==> config.mk <==
export PLATFORM = sky130hd
export DESIGN_NAME = default_start_watchdog
export DESIGN_NICKNAME = d
export VERILOG_FILES = /design/src/hw/wdt_pkg.sv /design/src/hw/wdt_counter.sv /design/src/hw/default_start_watchdog.sv
export VERILOG_INCLUDE_DIRS = /design/src /design/src/hw
export SDC_FILE = /design/constraint.sdc
export NUM_CORES = 1
export LEC_CHECK = 0
export BUFFER_PORTS_ARGS = -buffer_cell sky130_fd_sc_hd__buf_2
export CAP_MARGIN = 20
export CORE_AREA = 2 2 118 86
export CTS_CLUSTER_SIZE = 10
export DETAILED_ROUTE_END_ITERATION = 12
export DIE_AREA = 0 0 120 88
export HOLD_SLACK_MARGIN = 0.08
export RECOVER_POWER = 100
export SLEW_MARGIN = 40
export SYNTH_ARGS = -nofsm -noshare
export SYNTH_HDL_FRONTEND = slang
export SYNTH_SLANG_ARGS = --single-unit
export TNS_END_PERCENT = 5
==> constraint.sdc <==
create_clock -name i_mclk -period 5.6 [get_ports i_mclk]
set_input_delay 0.56 -clock i_mclk [delete_from_list [all_inputs] [get_ports i_mclk]]
set_output_delay 0.56 -clock i_mclk [all_outputs]
set_load 0.005 [all_outputs]
==> src/hw/wdt_map.svh <==
// Register offsets, field positions, reset values and counting constants of the watchdog
`ifndef WDT_MAP_SVH
`define WDT_MAP_SVH

// Byte addresses on the register port
`define WDT_MODE_OFFSET 8'h00
`define WDT_RESTART_OFFSET 8'h04

// Mode register field positions
`define WDT_MODE_RSVD_BIT 7
`define WDT_MODE_ACT_HI_BIT 6
`define WDT_MODE_ACT_LO_BIT 5
`define WDT_MODE_SEL_MSB 4
`define WDT_MODE_SEL_LSB 0
`define WDT_SEL_SUB_BIT 4
`define WDT_SEL_MAIN_BIT 3

// Reset values and magic codes
`define WDT_MODE_RESET 8'h67
`define WDT_RESTART_READ 8'h9A
`define WDT_RESTART_KEY 8'hAC
`define WDT_UNMAPPED_READ 8'h00

// Base exponents of the three source clocks
`define WDT_EXP_BASE_INTOSC 5'h0C
`define WDT_EXP_BASE_MAIN 5'h12
`define WDT_EXP_BASE_SUB 5'h09

`endif

==> src/hw/wdt_pkg.sv <==
// Types shared by the watchdog design files
package wdt_pkg;

  // Register port request carried as one bundle
  typedef struct packed {
    logic [7:0] addr;
    logic [7:0] wdata;
    logic wr;
    logic rd;
    logic byte_acc;
    logic bit_op;
  } bus_req_t;

  // Mode register layout
  typedef struct packed {
    logic rsvd;
    logic act_hi;
    logic act_lo;
    logic [4:0] sel;
  } mode_reg_t;

  // Decoded overflow action
  typedef enum logic [1:0] {
    ACT_STOP,
    ACT_NMI,
    ACT_RESET
  } action_t;

  // Selected counting source
  typedef enum logic [1:0] {
    SRC_INTOSC,
    SRC_MAIN,
    SRC_SUB
  } source_t;

endpackage : wdt_pkg

==> src/hw/wdt_counter.sv <==
// Power-of-two watchdog counter with registered overflow pulse
module wdt_counter #(
  parameter int CNT_W = 25
) (
  input wire logic i_mclk,
  input wire logic i_nrst,
  input wire logic i_tick,
  input wire logic i_clear,
  input wire logic [4:0] i_exp,
  output logic o_ovf,
  output logic [CNT_W-1:0] o_count
);

  // Refuse widths that cannot hold the longest interval
  if (CNT_W < 25) begin : g_width_chk
    $error("wdt_counter: CNT_W must be at least 25");
  end

  // Terminal count for the selected exponent
  logic [CNT_W-1:0] last_cnt;
  logic [CNT_W-1:0] cnt_ff;
  logic ovf_ff;

  // Last value before wrap is two to the exponent minus one
  always_comb begin
    last_cnt = CNT_W'((CNT_W'(1) << i_exp) - CNT_W'(1));
  end

  // Count ticks, clear on restart or overflow
  always_ff @(posedge i_mclk or negedge i_nrst) begin
    if (!i_nrst) begin
      cnt_ff <= '0;
    end else if (i_clear) begin
      cnt_ff <= '0;
    end else if (i_tick) begin
      if (cnt_ff >= last_cnt) begin
        cnt_ff <= '0;
      end else begin
        cnt_ff <= cnt_ff + CNT_W'(1);
      end
    end
  end

  // One-cycle overflow pulse at the terminal tick
  always_ff @(posedge i_mclk or negedge i_nrst) begin
    if (!i_nrst) begin
      ovf_ff <= 1'b0;
    end else begin
      ovf_ff <= i_tick && !i_clear && (cnt_ff >= last_cnt);
    end
  end

  assign o_ovf = ovf_ff;
  assign o_count = cnt_ff;

endmodule : wdt_counter

==> src/hw/default_start_watchdog.sv <==
// Default-start watchdog: mode and restart registers, counter control and overflow requests
//
// Overview of operation
// - Counter runs right after reset, no write.
// - Reset defaults: reset mode, oscillator, 2^19.
// - Overflow in reset mode requests system reset.
// - Overflow in interrupt mode requests NMI instead.
// - Action bits: 00 stop, 01 NMI, 1x reset.
// - Mode resets 67H, bit7 zero, fields.
// - Mode register byte only, written once.
// - Second mode write forces overflow, clears counter.
// - Stopped mode suppresses every forced overflow.
// - Source clock: main, oscillator or subclock.
// - Select field picks source and exponent.
// - Forbidden-clock mode access stalls until reset.
// - Writing ACH restarts the counter.
// - Other value or bit operation forces overflow.
// - Restart register reads 9AH, 00H once the bus stalls.
// - Reset-mode overflow during stabilisation switches CPU clock.
//
// Our own choices: the strobed register port and the placing of the registers.
`include "wdt_map.svh"

module default_start_watchdog #(
  parameter int CNT_W = 25
) (
  input wire logic i_mclk,
  input wire logic i_nrst,
  // Register port request bundle
  input wire wdt_pkg::bus_req_t i_bus,
  // Source clock ticks, one cycle each
  input wire logic i_intosc_tick,
  input wire logic i_main_tick,
  input wire logic i_sub_tick,
  // System status for access and overflow handling
  input wire logic i_cpu_sub_main_stop,
  input wire logic i_cpu_on_intosc,
  input wire logic i_osc_stabilising,
  // Register read data, valid the cycle after a read
  output logic [7:0] o_rdata,
  // Overflow requests to reset and NMI logic
  output logic o_watchdog_reset_req,
  output logic o_watchdog_nmi_req,
  output logic o_cpu_clk_to_intosc,
  // Bus held in a wait that only reset releases
  output logic o_bus_stall,
  // Watchdog counting
  output logic o_running
);

  // Refuse widths that cannot hold the longest interval
  if (CNT_W < 25) begin : g_width_chk
    $error("default_start_watchdog: CNT_W must be at least 25");
  end

  // Mode register contents
  wdt_pkg::mode_reg_t mode_ff;
  // First byte write already taken
  logic mode_written_ff;
  // Sticky wait status
  logic stall_ff;
  // Output registers, one per top-level output
  // Read data register
  logic [7:0] rdata_ff;
  // Reset request pulse
  logic reset_req_ff;
  // NMI request pulse
  logic nmi_req_ff;
  // Clock switch pulse
  logic clk_switch_ff;
  // Counting status
  logic running_ff;
  // Registered forced overflow request
  logic force_ff;

  // Decoded mode fields
  // Overflow action
  wdt_pkg::action_t action;
  // Counting source
  wdt_pkg::source_t source;
  // Interval as a power of two
  logic [4:0] exponent;
  // Tick of the selected source
  logic tick;

  // Address hits
  // Mode register addressed
  logic hit_mode;
  // Restart register addressed
  logic hit_restart;
  // CPU clock state bars mode access
  logic forbidden_clk;
  // Mode access may proceed
  logic access_ok;

  // Write events
  // Legal byte write to the mode register
  logic mode_wr;
  // First such write since reset
  logic mode_first_wr;
  // Any later such write
  logic mode_again_wr;
  // Write to the restart register
  logic restart_wr;
  // Restart with the correct key
  logic restart_key;
  // Restart with a wrong value or bit operation
  logic restart_bad;
  // Next value of the forced overflow flag
  logic nxt_force;

  // Counter interface
  // Clear request to the counter
  logic cnt_clear;
  // Natural overflow pulse from the counter
  logic cnt_ovf;
  // Natural or forced overflow
  logic overflow;

  // Action decode from the two action bits
  always_comb begin
    if (mode_ff.act_hi) begin
      // High bit set: reset whatever the low bit
      action = wdt_pkg::ACT_RESET;
    end else if (mode_ff.act_lo) begin
      // Low bit alone: interrupt mode
      action = wdt_pkg::ACT_NMI;
    end else begin
      // Both clear: watchdog stopped
      action = wdt_pkg::ACT_STOP;
    end
  end

  // Source and exponent decode from the select field
  always_comb begin
    if (mode_ff.sel[`WDT_SEL_SUB_BIT]) begin
      // Subclock, bit 3 ignored
      source = wdt_pkg::SRC_SUB;
      exponent = 5'(`WDT_EXP_BASE_SUB + {2'h0, mode_ff.sel[2:0]});
    end else if (mode_ff.sel[`WDT_SEL_MAIN_BIT]) begin
      // Main clock
      source = wdt_pkg::SRC_MAIN;
      exponent = 5'(`WDT_EXP_BASE_MAIN + {2'h0, mode_ff.sel[2:0]});
    end else begin
      // Internal oscillator
      source = wdt_pkg::SRC_INTOSC;
      exponent = 5'(`WDT_EXP_BASE_INTOSC + {2'h0, mode_ff.sel[2:0]});
    end
  end

  // Tick of the selected source, blocked while stopped
  always_comb begin
    // Pick the tick of the selected source
    case (source)
      wdt_pkg::SRC_SUB: begin
        tick = i_sub_tick;
      end
      wdt_pkg::SRC_MAIN: begin
        tick = i_main_tick;
      end
      default: begin
        tick = i_intosc_tick;
      end
    endcase
    // Stopped mode blocks every tick
    if (action == wdt_pkg::ACT_STOP) begin
      tick = 1'b0;
    end
  end

  // Address decode
  always_comb begin
    // Default: no register hit
    hit_mode = 1'b0;
    hit_restart = 1'b0;
    if (i_bus.addr == `WDT_MODE_OFFSET) begin
      // Mode register
      hit_mode = 1'b1;
    end else if (i_bus.addr == `WDT_RESTART_OFFSET) begin
      // Restart register
      hit_restart = 1'b1;
    end
  end

  // Mode register is unreachable in the forbidden clock states
  always_comb begin
    forbidden_clk = i_cpu_sub_main_stop || i_cpu_on_intosc;
    access_ok = !stall_ff && !(hit_mode && forbidden_clk);
  end

  // Write event decode
  always_comb begin
    // Mode writes need byte access and a legal clock
    mode_wr = i_bus.wr && hit_mode && access_ok && i_bus.byte_acc;
    // First write loads, later ones only force
    mode_first_wr = mode_wr && !mode_written_ff;
    mode_again_wr = mode_wr && mode_written_ff;
    // Restart register reachable in any clock state
    restart_wr = i_bus.wr && hit_restart && !stall_ff;
    restart_key = restart_wr && !i_bus.bit_op && (i_bus.wdata == `WDT_RESTART_KEY);
    // Anything but the key is a bad restart
    restart_bad = restart_wr && !restart_key;
    // Forced overflow only while the watchdog is not stopped
    nxt_force = (mode_again_wr || restart_bad) && (action != wdt_pkg::ACT_STOP);
  end

  // Counter clears on restart, forced overflow and mode load
  always_comb begin
    cnt_clear = restart_key || nxt_force || mode_first_wr;
  end

  // Natural or forced overflow event
  always_comb begin
    overflow = (cnt_ovf && (action != wdt_pkg::ACT_STOP)) || force_ff;
  end

  // Mode register, loaded by the first byte write only
  always_ff @(posedge i_mclk or negedge i_nrst) begin
    if (!i_nrst) begin
      mode_ff <= `WDT_MODE_RESET;
    end else if (mode_first_wr) begin
      // Reserved bit always stored as zero
      mode_ff.rsvd <= 1'b0;
      mode_ff.act_hi <= i_bus.wdata[`WDT_MODE_ACT_HI_BIT];
      mode_ff.act_lo <= i_bus.wdata[`WDT_MODE_ACT_LO_BIT];
      mode_ff.sel <= i_bus.wdata[`WDT_MODE_SEL_MSB:`WDT_MODE_SEL_LSB];
    end
  end

  // Write-once marker
  always_ff @(posedge i_mclk or negedge i_nrst) begin
    if (!i_nrst) begin
      mode_written_ff <= 1'b0;
    end else if (mode_first_wr) begin
      // Later writes never reload the mode
      mode_written_ff <= 1'b1;
    end
  end

  // Sticky wait, released only by reset
  always_ff @(posedge i_mclk or negedge i_nrst) begin
    if (!i_nrst) begin
      stall_ff <= 1'b0;
    end else if ((i_bus.wr || i_bus.rd) && hit_mode && forbidden_clk) begin
      // Wait holds until the next reset
      stall_ff <= 1'b1;
    end
  end

  // Forced overflow takes effect one cycle after the write
  always_ff @(posedge i_mclk or negedge i_nrst) begin
    if (!i_nrst) begin
      force_ff <= 1'b0;
    end else begin
      // Already gated off in stopped mode
      force_ff <= nxt_force;
    end
  end

  // Read data, present only in the cycle after the strobe
  always_ff @(posedge i_mclk or negedge i_nrst) begin
    if (!i_nrst) begin
      rdata_ff <= 8'h00;
    end else if (i_bus.rd && !stall_ff) begin
      if (hit_mode && access_ok && i_bus.byte_acc) begin
        // Reserved bit reads zero
        rdata_ff <= {1'b0, mode_ff.act_hi, mode_ff.act_lo, mode_ff.sel};
      end else if (hit_restart) begin
        // Fixed pattern, whatever was written
        rdata_ff <= `WDT_RESTART_READ;
      end else begin
        // Unmapped or refused access
        rdata_ff <= `WDT_UNMAPPED_READ;
      end
    end else begin
      // Quiet bus reads back zero
      rdata_ff <= 8'h00;
    end
  end

  // Reset request pulse, withheld during oscillation stabilisation
  always_ff @(posedge i_mclk or negedge i_nrst) begin
    if (!i_nrst) begin
      reset_req_ff <= 1'b0;
    end else begin
      // Held back while the oscillator settles
      reset_req_ff <= overflow && (action == wdt_pkg::ACT_RESET) && !i_osc_stabilising;
    end
  end

  // Clock switch pulse in place of reset during stabilisation
  always_ff @(posedge i_mclk or negedge i_nrst) begin
    if (!i_nrst) begin
      clk_switch_ff <= 1'b0;
    end else begin
      // Only while the oscillator settles
      clk_switch_ff <= overflow && (action == wdt_pkg::ACT_RESET) && i_osc_stabilising;
    end
  end

  // NMI request pulse
  always_ff @(posedge i_mclk or negedge i_nrst) begin
    if (!i_nrst) begin
      nmi_req_ff <= 1'b0;
    end else begin
      // Interrupt mode only
      nmi_req_ff <= overflow && (action == wdt_pkg::ACT_NMI);
    end
  end

  // Running status, counting from reset release
  always_ff @(posedge i_mclk or negedge i_nrst) begin
    if (!i_nrst) begin
      running_ff <= 1'b0;
    end else begin
      // Stopped mode is the only idle state
      running_ff <= (action != wdt_pkg::ACT_STOP);
    end
  end

  // Counter starts counting right after reset, no write needed
  wdt_counter #(
    .CNT_W(CNT_W)
  ) u_counter (
    .i_mclk(i_mclk),
    .i_nrst(i_nrst),
    .i_tick(tick),
    .i_clear(cnt_clear),
    .i_exp(exponent),
    .o_ovf(cnt_ovf),
    // Count value is not needed here
    .o_count()
  );

  // Every output straight from its register
  assign o_rdata = rdata_ff;
  assign o_watchdog_reset_req = reset_req_ff;
  assign o_watchdog_nmi_req = nmi_req_ff;
  assign o_cpu_clk_to_intosc = clk_switch_ff;
  assign o_bus_stall = stall_ff;
  assign o_running = running_ff;

endmodule : default_start_watchdog

After elaboration in Yosys (flattened, before gate mapping)

Index checks and enable logic that the tools add are counted.

Equal/unequal tests: 6
Order comparisons: 1
Muxes and demuxes: 17
$add $sub $neg: 5
Reduce and logical (&&, ||, !) cells: 42
Shift operators: 1

Operator list:

| kind                  | number |
|---|---|
| $mux 25               | 3 |
| $add 25x1->25 const B | 1 |
| $ge 25x25->1          | 1 |
| $logic_and 1x1->1     | 25 |
| $shl 1x5->25 const A  | 1 |
| $sub 25x2->25 const B | 1 |
| $mux 8                | 3 |
| $add 4x3->5 const A   | 2 |
| $mux 5                | 2 |
| $eq 8x3->1 const B    | 1 |
| $eq 8x8->1 const B    | 1 |
| $logic_not 8->1       | 1 |
| $logic_not 1->1       | 7 |
| $logic_or 1x1->1      | 6 |
| $mux 1                | 6 |
| $add 5x3->5 const A   | 1 |
| $eq 2x1->1 const B    | 2 |
| $eq 2x2->1 const B    | 2 |
| $mux 2                | 2 |
| $reduce_bool 2->1     | 2 |
| $logic_not 2->1       | 1 |
| $pmux 1 s2            | 1 |

Output and inout bits: 13
Input bits: 28
Bits in registers: 48

Logic depth before layout (Yosys ltp)

Gate-level depths: netlist of run 1.

Depth in word-level cells: 16
Mapped depth: 20
Gate-level depth less buffers: 19

By module

A second synthesis of run 1 with hierarchy kept.

Cell total of the unflattened synthesis: 411
Area, all modules: 3542.1 µm²

By module, submodules not included:

| module                 | sequential area each (µm²) | cells each | area each (µm²) | instances |
|---|---|---|---|---|
| wdt_counter            | 650.6                      | 321        | 2483.6          | 1 |
| default_start_watchdog | 556.8                      | 90         | 1058.5          | 1 |

Least setup slack after synthesis of run 1

Ideal clock, no wire load.

Path type: register to register
Start point: register mode_ff[0] (netlist name)
End point: register u_counter.cnt_ff[20] (netlist: u_counter.o_count[20])
Stages on the path, launching flop included: 20
Data arrival time: 4.632 ns
Path slack: 0.886 ns
Period minus slack after synthesis: 4.714 ns
Cell sequence: dfstp_2 -> ha_1 -> nand2_1 -> o21ai_0 -> clkbuf_1 -> or3_1 -> or2_2 -> ha_1 -> or2_2 -> or3_1 -> nand2_1 -> a21oi_1 -> ha_1 -> a21oi_1 -> o21ai_0 -> a221o_1 -> a2111oi_4 -> buf_6 -> nand3_1 -> a31oi_2

Longest elaborated chain between the ends: 9
Elaborated cells on any way between the ends: 11
Those cells by class: add/sub: 4; order compare: 1; shift: 1; mux: 5

Ends and longest elaborated chain:

| item                                                        | RTL line                      | RTL |
|---|---|---|
| start: declaration                                          | default_start_watchdog.sv:57  | `wdt_pkg::mode_reg_t mode_ff;` |
| start signal: assignment                                    | default_start_watchdog.sv:220 | `` mode_ff <= `WDT_MODE_RESET; `` |
| $add 5x3->5 (no source line) or $add 4x3->5 (tied branches) | --                            |  |
| $mux 5                                                      | default_start_watchdog.sv:140 | `` end else if (mode_ff.sel[`WDT_SEL_MAIN_BIT]) begin `` |
| $mux 5 (*)                                                  | default_start_watchdog.sv:136 | `` if (mode_ff.sel[`WDT_SEL_SUB_BIT]) begin `` |
| $shl 1x5->25 (*)                                            | wdt_counter.sv:26             | `last_cnt = CNT_W'((CNT_W'(1) << i_exp) - CNT_W'(1));` |
| $sub 25x2->25 (*)                                           | wdt_counter.sv:26             |  |
| $ge 25x25->1 (*)                                            | wdt_counter.sv:36             | `if (cnt_ff >= last_cnt) begin` |
| $mux 25 (*)                                                 | wdt_counter.sv:36             |  |
| $mux 25 (*)                                                 | wdt_counter.sv:35             | `end else if (i_tick) begin` |
| $mux 25 (*)                                                 | wdt_counter.sv:33             | `end else if (i_clear) begin` |
| end signal: assignment                                      | wdt_counter.sv:39             | `cnt_ff <= cnt_ff + CNT_W'(1);` |
| end: declaration                                            | wdt_counter.sv:21             | `logic [CNT_W-1:0] cnt_ff;` |

Every way passes the cells marked *; elsewhere a longest branch is shown, timed or not. The select of a mux whose other input is x is not followed.
A chain may end at the register's enable or synchronous reset.

Worst setup path in the final report of run 1

Start point: register mode_ff[0] (netlist name)
End point: register u_counter.cnt_ff[17] (netlist: u_counter.o_count[17])

The elaborated chain is that of the path after synthesis.

==> results.toml, run 1 <==
[cells_and_area]
nNetsFinal = 525
areaGrowthSynthToFinish_pct = 12.88
drive_above_1_share_pct = 18.16
antennaDiodeCount = 0
fillCellCount = 935

[critical_path]
cp_num_buf_inv = 2
crit_required_ns = 5.82
startpoint_type = "flip-flop"
slowest_delay_ns = 0.60
crit_type = "flip-flop to flip-flop"
path_cells = "ha_1 -> ha_1 -> nand2_1 -> o31ai_1 -> or3_1 -> or2_2 -> ha_1 -> or2_2 -> or3_1 -> nand2_1 -> a21oi_1 -> ha_1 -> a21oi_1 -> o21ai_0 -> a221o_1 -> a2111oi_4 -> buf_4 -> clkbuf_2 -> nand3_1 -> a31oi_2"
critical-path-top-delay-family = "simple AND/OR/NAND/NOR gates"
endpoint_kind = "flip-flop"
worstPathArrival_ns = 5.51
cp_max_fo = 7
timing.critical_path.mode_cell = "ha_1"
cp_slowest_cell = "a2111oi_4"

[power_and_ir_drop]
peakVddDrop_mv = 0.1104
seq_power_share_pct = 50.2
p_int_w = 0.0005304
power_density_nw_per_um2 = 167.7
p_comb_share_pct = 5.4
power_frac_clock_pct = 44.3
p_leak_nw = 1.825
switching_power_w = 0.0001667
switching_share_pct = 23.91

[floorplan]
num_rows = 30
die_w_um = 120
die_h_um = 88
die_area_sq_um = 10560
start_util_pct = 39.08
ioPinCount = 41
core_sq_um = 9422

[cts]
path_clk_slew_ns = 0.07
cts_sinks = 48
clock_path_buffers = 2
htree_levels = 2
cts_buffers = 5
cts_resized = 0
clockRootBuffer = "clkbuf_16"
hold_buffers = 0
cts_tree = "yes"
cts_setup_buffers = 0
clk_latency_ns = 0.29

[routing]
first_pass_iters = 4
post_drt_wl_per_cell_um = 16.81
wl_met1_um = 5065
dr_wl_met2_um = 4412
drc = 0
dr_total_vias = 3463
drtIter0Drc = 236
avgViaCountPerCell = 5.810
highest_layer = "met4"
wl_um = 10020
ant_nets = 0
dr_wl_met3_um = 495

[timing]
setup_tns_ns = 0
fmax_ghz = 0.1889
worstMarginPinSlew_ns = 2.752
max-slew-margin-rel_pct = -83.45
finalClockSkew_ns = 0.007861
fin_crit_sh_pct = 94.55
finalSetupViolCount = 0
fin_crit_ns = 5.295
hold_viol_final = 0
rsz0062_at_grt = "no"
slew_violations = 49
hold_ws_ns = 0.4262

[run_status]
status = "finished, violations left"
violations = "capacitance limit, slew limit"

[placement]
numPortBuffers = 40
post-dp-hpwl_um = 7515
gp_congestion = 0.8990

[grt]
track_usage_pct = 19.89
antenna_found_initial = 0
grt_max_degree = 49
grt-ovfl-total = 0
grt_pass1_vias = 3315
grt_pass1_wl_um = 16820

[flow_run]
max_cap_viol_count = 1

[yosys]
yosysMostFrequentCell = "nand2_1"
yosys.area.top_type = "dfrtp_1"
ys_ff_latch = 48
synthArstFlopShare_pct = 100.0
yosysSeqAreaShare_pct = 32.79
synth.distinct_cells = 64
yosysWarningCount = 0
synthesis.area_sq_um = 3682
synth_edf_count = 0
synth_nets = 488
syn_inst = 430
ys.flop_type = "dfrtp_1"
synth_commonest_cells = "nand2_1, dfrtp_1, nand3_1, ha_1, nor2_1"
synth_top_cells_by_area = "dfrtp_1, ha_1, nand2_1, nand3_1, dfstp_2"
netlist.area_leader.share_pct = 29.22
syn_avg_cell_area_sq_um = 8.563

[worst_hold_path]
hold_class = "primary input to flip-flop"
## metal layers
layer	track usage, %	up-vias
met2	30.32	66
met4	4.492	0
met5	0	-
li1	-	1706
met1	29.32	1689
met3	3.646	2
## state kept, by name (all words and copies together), names as in the netlist
signal                cells
u_counter.o_count        25
force_ff                  1
o_watchdog_nmi_req        1
o_bus_stall               1
mode_ff                   7
mode_written_ff           1
o_watchdog_reset_req      1
u_counter.o_ovf           1
o_cpu_clk_to_intosc       1
o_rdata                   8
o_running                 1
## placed cells by master (no fill, tap or decap), types with 3 or more instances in the layout
| master | synthesis | final |
|---|---|---|
| nand2_1 | 57 | 57 |
| dfrtp_1 | 43 | 43 |
| buf_2 | 8 | 36 |
| nand3_1 | 34 | 34 |
| ha_1 | 30 | 30 |
| nor2_1 | 23 | 24 |
| a21oi_1 | 21 | 21 |
| nand4_1 | 21 | 21 |
| a31oi_1 | 18 | 18 |
| nor3_1 | 14 | 14 |
| o21ai_0 | 13 | 13 |
| buf_4 | 0 | 11 |
| and3_1 | 10 | 10 |
| inv_1 | 8 | 8 |
| mux2_2 | 8 | 8 |
| or2_2 | 6 | 6 |
| and2_1 | 5 | 5 |
| nor4_1 | 4 | 5 |
| o2111ai_1 | 5 | 5 |
| clkbuf_16 | 0 | 5 |
| clkbuf_1 | 14 | 5 |
| nor2b_1 | 4 | 4 |
| o21a_1 | 4 | 4 |
| a21boi_0 | 4 | 4 |
| nand2b_1 | 4 | 4 |
| a32oi_1 | 4 | 4 |
| o211ai_1 | 4 | 4 |
| and4_1 | 4 | 4 |
| nand4b_1 | 4 | 4 |
| o31a_1 | 3 | 3 |
| or3_1 | 3 | 3 |
| mux2i_1 | 3 | 3 |
| dfstp_2 | 5 | 3 |
## layout make-up
type / instances / area, sq um / area share, %
Clock buffer: 5 / 125.1 / 3.010
Multi-Input combinational cell: 350 / 2313 / 55.66
Tap cell: 128 / 160.2 / 3.853
Sequential cell: 48 / 1207 / 29.05
Inverter: 8 / 30.03 / 0.7225
Clock inverter: 3 / 22.52 / 0.5418
Timing Repair Buffer: 54 / 297.8 / 7.164
## power groups by stage
stage	logic, W	clock network [W]	registers, W
5_1_grt	0.0000426	0.000332	0.000350
4_1_cts	0.0000389	0.000312	0.000350
2_1_floorplan	0.0000151	0	0.000356
6_report	0.0000379	0.000309	0.000350
3_5_place_dp	0.0000389	0	0.000357
3_3_place_gp	0.0000382	0	0.000357
## per-stage QoR
step | setup WS (ns) | util, % | total power (W) | cell area (sq um) | std cells
after global routing | 0.03883 | 44.12 | 0.0007248 | 4156 | 596
after CTS | 0.3686 | 44.50 | 0.0007015 | 4193 | 596
final | 0.3050 | 44.12 | 0.0006971 | 4156 | 596
after floorplan | 0.8864 | - | 0.0003712 | 3682 | 430
after global placement | 0.3308 | 42.58 | 0.0003950 | 4011 | 584
after detailed placement | 0.3935 | 42.93 | 0.0003958 | 4045 | 588
## cell families after synthesis
group / synth area share (%)
XOR/XNOR: 0.7137
other: 0.1018
adder cells (fa/ha/maj): 10.19
AND/OR/NAND/NOR: 29.26
AO/OA/AOI/OAI: 19.84
multiplexers: 3.262
flip-flops: 32.79
buffers and inverters: 3.840
## path summary, 6_finish.rpt
check	from	to	slack, ns	depth (start not counted)
setup / recovery	mode_ff[0]	u_counter.o_count[17]	0.30	20
hold / removal	i_osc_stabilising	o_watchdog_reset_req	0.43	2
setup reg to reg	mode_ff[0]	u_counter.o_count[17]	0.30	20
hold reg to reg	mode_written_ff	mode_written_ff	0.53	1
max in group asynchronous	i_nrst	o_bus_stall	2.81	2
min in group asynchronous	i_nrst	o_rdata[2]	1.24	2
Power figures use the tool's default switching activity.
==> inputs of run 2 (changes only) <==
--- a/config.mk
+++ b/config.mk
@@ -8,10 +8,10 @@
 export LEC_CHECK = 0
 export BUFFER_PORTS_ARGS = -buffer_cell sky130_fd_sc_hd__buf_2
 export CAP_MARGIN = 20
-export CORE_AREA = 2 2 118 86
+export CORE_AREA = 2 2 112 81
 export CTS_CLUSTER_SIZE = 10
 export DETAILED_ROUTE_END_ITERATION = 12
-export DIE_AREA = 0 0 120 88
+export DIE_AREA = 0 0 114 83
 export HOLD_SLACK_MARGIN = 0.08
 export RECOVER_POWER = 100
 export SLEW_MARGIN = 40
==> results.toml, run 2 (synthesis results as in run 1) <==
[grt]
grt_pass1_wl_um = 16350
grt-ovfl-total = 0
antenna_found_initial = 0
grt_max_degree = 49
track_usage_pct = 21.09
grt_pass1_vias = 3215

[floorplan]
ioPinCount = 41
die_area_sq_um = 9462
die_h_um = 83
core_sq_um = 8338
die_w_um = 114
start_util_pct = 44.16
num_rows = 28

[timing]
finalSetupViolCount = 0
worstMarginPinSlew_ns = 2.688
fin_crit_ns = 5.277
fin_crit_sh_pct = 94.23
finalClockSkew_ns = 0.004391
fmax_ghz = 0.1895
hold_viol_final = 0
setup_tns_ns = 0
slew_violations = 49
rsz0062_at_grt = "no"
max-slew-margin-rel_pct = -79.19

[placement]
numPortBuffers = 40
post-dp-hpwl_um = 7090
gp_congestion = 0.8808
dp_cells = 565

[run_status]
status = "finished, violations left"
violations = "capacitance limit, slew limit"

[routing]
drtIter0Drc = 255
wl_um = 9597
post_drt_wl_per_cell_um = 16.75
drc = 0
avgViaCountPerCell = 6.119
first_pass_iters = 5
dr_total_vias = 3506
ant_nets = 0

[cells_and_area]
drive_above_1_share_pct = 18.16
instances_no_fill = 573
layout_common_cells = "nand2_1, dfrtp_1, buf_2, nand3_1, ha_1"
antennaDiodeCount = 0
largest_register_ffs = 25
nNetsFinal = 525
layout_commonest_cell = "nand2_1"
areaGrowthSynthToFinish_pct = 12.64
fillCellCount = 790

[cts]
cts_buffers = 5
cts_setup_buffers = 0
path_clk_slew_ns = 0.07
clock_path_buffers = 2
htree_levels = 2
cts_tree = "yes"
hold_buffers = 0
clockRootBuffer = "clkbuf_16"
cts_sinks = 48
clk_latency_ns = 0.29
cts_resized = 0

[worst_hold_path]
hold_class = "primary input to flip-flop"
hp-start = "i_osc_stabilising"
whs_endpoint = "o_watchdog_reset_req"
holdPathStages = 2

[critical_path]
r2r-start = "mode_ff[0]"
crit_type = "flip-flop to flip-flop"
worstRegToRegCells = 20
regToRegEndpoint = "u_counter.o_count[23]"
r2r_slack_ns = 0.32
startpoint_type = "flip-flop"
crit_required_ns = 5.81
endpoint_kind = "flip-flop"
worstPathArrival_ns = 5.49
cp_max_fo = 7

[power_and_ir_drop]
p_leak_nw = 1.835
power_density_nw_per_um2 = 178.3
peakVddDrop_mv = 0.1314

[flow_run]
max_cap_viol_count = 1
run 2: layout make-up:
type                            count  area, sq um  share of cell area [%]
Timing Repair Buffer               54        299.0                   7.210
Inverter                            8        30.03                  0.7240
Tap cell                          105        131.4                   3.167
Multi-Input combinational cell    350         2308                   55.66
Clock inverter                      3        46.29                   1.116
Sequential cell                    48         1207                   29.11
Clock buffer                        5        125.1                   3.017
run 2: worst max path at each step:
stage / startpoint / depth (start not counted) / slack, ns / endpoint
2_1_floorplan: mode_ff[0] / 19 / 0.89 / u_counter.o_count[20]
3_3_place_gp: mode_ff[0] / 18 / 0.31 / u_counter.o_count[20]
3_5_place_dp: mode_ff[0] / 20 / 0.41 / u_counter.o_count[23]
4_1_cts: mode_ff[0] / 20 / 0.38 / u_counter.o_count[23]
5_1_grt: mode_ff[0] / 20 / 0.03 / u_counter.o_count[23]
6_report: mode_ff[0] / 20 / 0.32 / u_counter.o_count[23]
run 2: power by group:
part | leakage (nW) | switching, W | internal [W] | total (W)
registers | 0.632 | 0.00000224 | 0.000348 | 0.000350
logic | 1.12 | 0.0000217 | 0.0000153 | 0.0000370
clock network | 0.0804 | 0.000140 | 0.000212 | 0.000352
run 2: through the flow:
step           util [%]  instance area, sq um  setup WS, ns  hold slack [ns]  total power (W)
6_report          49.74                  4148        0.3232           0.4251        0.0007394
5_1_grt           49.74                  4148       0.02924           0.4339        0.0007651
4_1_cts           50.23                  4188        0.3776           0.4061        0.0007487
3_5_place_dp      48.17                  4016        0.4071           0.5286        0.0003946
3_3_place_gp      47.76                  3983        0.3124           0.5212        0.0003942
2_1_floorplan         -                  3682        0.8864           0.2644        0.0003712
run 2: critical path, cell delays in order (launching register included):
cell and delay (ns):
dfstp_2 0.59, ha_1 0.16, ha_1 0.23, nand2_1 0.08, o31ai_1 0.09, or3_1 0.45
or2_2 0.31, ha_1 0.22, or2_2 0.33, or3_1 0.33, nand2_1 0.08, a21oi_1 0.08
ha_1 0.30, a21oi_1 0.13, o21ai_0 0.09, a221o_1 0.36, a2111oi_4 0.60, buf_4 0.26
clkbuf_2 0.21, nand3_1 0.10, a31oi_1 0.21
run 2: metal layers:
metal  vias up  global-route usage, %  wire, um
li1       1707                      -         -
met1      1685                  34.57      5169
met2       103                  28.73      3865
met3        11                  3.358       456
met4         0                  3.880       106
met5         -                      0         0
==> inputs of run 3 (changes only) <==
--- a/config.mk
+++ b/config.mk
@@ -8,10 +8,11 @@
 export LEC_CHECK = 0
 export BUFFER_PORTS_ARGS = -buffer_cell sky130_fd_sc_hd__buf_2
 export CAP_MARGIN = 20
-export CORE_AREA = 2 2 112 81
+export CORE_AREA = 2 2 94 96
 export CTS_CLUSTER_SIZE = 10
 export DETAILED_ROUTE_END_ITERATION = 12
-export DIE_AREA = 0 0 114 83
+export DIE_AREA = 0 0 96 98
+export GPL_TIMING_DRIVEN = 0
 export HOLD_SLACK_MARGIN = 0.08
 export RECOVER_POWER = 100
 export SLEW_MARGIN = 40
==> results.toml, run 3 (synthesis results as in run 1) <==
[run_status]
status = "finished, violations left"
violations = "capacitance limit, slew limit"

[floorplan]
num_rows = 34
die_w_um = 96
die_h_um = 98
ioPinCount = 41
die_area_sq_um = 9408
core_sq_um = 8466
start_util_pct = 43.50

[cells_and_area]
antennaDiodeCount = 0
drive_above_1_share_pct = 17.36
nNetsFinal = 541
areaGrowthSynthToFinish_pct = 13.25
layout_commonest_cell = "nand2_1"
multi_input_area_sq_um = 2316
fillCellCount = 803
layout_common_cells = "nand2_1, dfrtp_1, buf_2, nand3_1, ha_1"
largest_register_ffs = 25
post-route-cell-area_sq_um = 4170
seq_area_sq_um = 1207

[timing]
worstMarginPinSlew_ns = 2.636
finalClockSkew_ns = 0.004376
finalSetupViolCount = 0
slew_violations = 49
fin_crit_sh_pct = 93.25
hold_viol_final = 0
setup_tns_ns = 0
rsz0062_at_grt = "no"
fmax_ghz = 0.1915
fin_crit_ns = 5.222
max-slew-margin-rel_pct = -75.75
hold_ws_ns = 0.4082

[placement]
numPortBuffers = 39
post-dp-hpwl_um = 7465
dpl_cell_area_sq_um = 4020
gp_congestion = 0.8237

[cts]
path_clk_slew_ns = 0.10
cts_buffers = 5
clk_latency_ns = 0.31
clock_path_buffers = 2
clockRootBuffer = "clkbuf_8"
cts_resized = 0
cts_sinks = 48
htree_levels = 2
cts_tree = "yes"

[critical_path]
worstPathArrival_ns = 5.44
startpoint_type = "flip-flop"
path_cells = "ha_1 -> nand2_1 -> o21ai_0 -> clkbuf_1 -> or3_1 -> or2_2 -> ha_1 -> or2_2 -> or3_1 -> nand2_1 -> a21oi_1 -> ha_1 -> a21oi_1 -> o21ai_0 -> a221o_1 -> a211oi_4 -> buf_2 -> o2111ai_1 -> a31oi_1"
worstRegToRegCells = 19
r2r_slack_ns = 0.38
endpoint_kind = "flip-flop"
regToRegEndpoint = "u_counter.o_count[23]"
crit_type = "flip-flop to flip-flop"
slowest_delay_ns = 0.61
cp-endpoint = "u_counter.o_count[23]"
cp_slowest_cell = "dfstp_2"
r2r-start = "mode_ff[0]"
crit_required_ns = 5.82
crit_path_start = "mode_ff[0]"
timing.critical_path.mode_cell = "ha_1"
cp_max_fo = 10

[routing]
drtIter0Drc = 225
wl_um = 10160
post_drt_wl_per_cell_um = 17.17
avgViaCountPerCell = 5.965
dr_total_vias = 3531
first_pass_iters = 4
drc = 0
ant_nets = 0

[grt]
grt_max_degree = 49
grt_pass1_vias = 3290
grt_pass1_wl_um = 16590
grt-ovfl-total = 0
track_usage_pct = 22.39
antenna_found_initial = 0

[power_and_ir_drop]
peakVddDrop_mv = 0.09734
p_leak_nw = 1.832
power_density_nw_per_um2 = 158.5

[flow_run]
max_cap_viol_count = 1

[worst_hold_path]
hold_class = "primary input to flip-flop"
-- run 3: changes by cell type in the layout (fill, tap and decap cells not counted), sizes merged --
cell      change
buf           -1
clkbuf       +18
clkinv        +1
clkinvlp      -1
inv           -1
-- run 3: timing repair --
| item | in CTS | in global routing |
|---|---|---|
| endpoints found under the setup margin | 0 | 22 |
| setup buffers | 0 | 6 |
| hold buffers | 0 | 0 |
-- run 3: worst min path at each step --
| stage | start | end | cells after the start |
|---|---|---|---|
| 2_1_floorplan | i_nrst | force_ff | 0 |
| 3_3_place_gp | mode_written_ff | mode_written_ff | 1 |
| 3_5_place_dp | mode_written_ff | mode_written_ff | 1 |
| 4_1_cts | i_nrst | o_rdata[7] | 1 |
| 5_1_grt | i_osc_stabilising | o_watchdog_reset_req | 2 |
| 6_report | i_osc_stabilising | o_watchdog_reset_req | 2 |
-- run 3: worst max-delay path: cells and delay by family (launching register included) --
| kind | cells | cell delay (ns) |
|---|---|---|
| and+or+nand+nor | 6 | 1.61 |
| AOI/OAI and AO/OA | 8 | 1.55 |
| adders and majority gates | 3 | 0.79 |
| DFF | 1 | 0.61 |
| buffers and inverters | 2 | 0.58 |
-- run 3: final cells by class --
| cell class | count | share of cell area [%] |
|---|---|---|
| inverter | 8 | 0.7201 |
| buffer | 24 | 2.670 |
| tap | 108 | 3.240 |
| clock buffer | 6 | 1.980 |
| clock inverter | 2 | 0.9301 |
| timing repair buffer | 46 | 5.971 |
| sequential | 48 | 28.95 |
| multi-input combinational | 350 | 55.54 |
-- run 3: stage by stage --
stage | cells | util, % | worst slack, ns | power (W)
2_1_floorplan | 430 | - | 0.8864 | 0.0003712
3_3_place_gp | 577 | 47.40 | 0.2383 | 0.0003923
3_5_place_dp | 578 | 47.49 | 0.1766 | 0.0003932
4_1_cts | 586 | 48.92 | 0.1411 | 0.0006650
5_1_grt | 592 | 49.26 | 0.06450 | 0.0006861
6_report | 592 | 49.26 | 0.3780 | 0.0006609
-- run 3: power by group --
| part | leakage, nW | internal (W) | switching [W] |
|---|---|---|---|
| registers | 0.632 | 0.000348 | 0.00000258 |
| logic | 1.14 | 0.0000141 | 0.0000209 |
| clock network | 0.0614 | 0.000146 | 0.000129 |
| total | 1.83 | 0.000508 | 0.000153 |
-- run 3: metal layers --
layer  wire length (um)  global-route usage, %  share of wire [%]  vias up
li1                   -                      -                  -     1742
met1               4708                  30.90                 46     1663
met2               4725                  36.59                 46      111
met3                528                  2.932                5.2       15
met4                199                  6.154                2.0        0
met5                  0                      0                  0        -
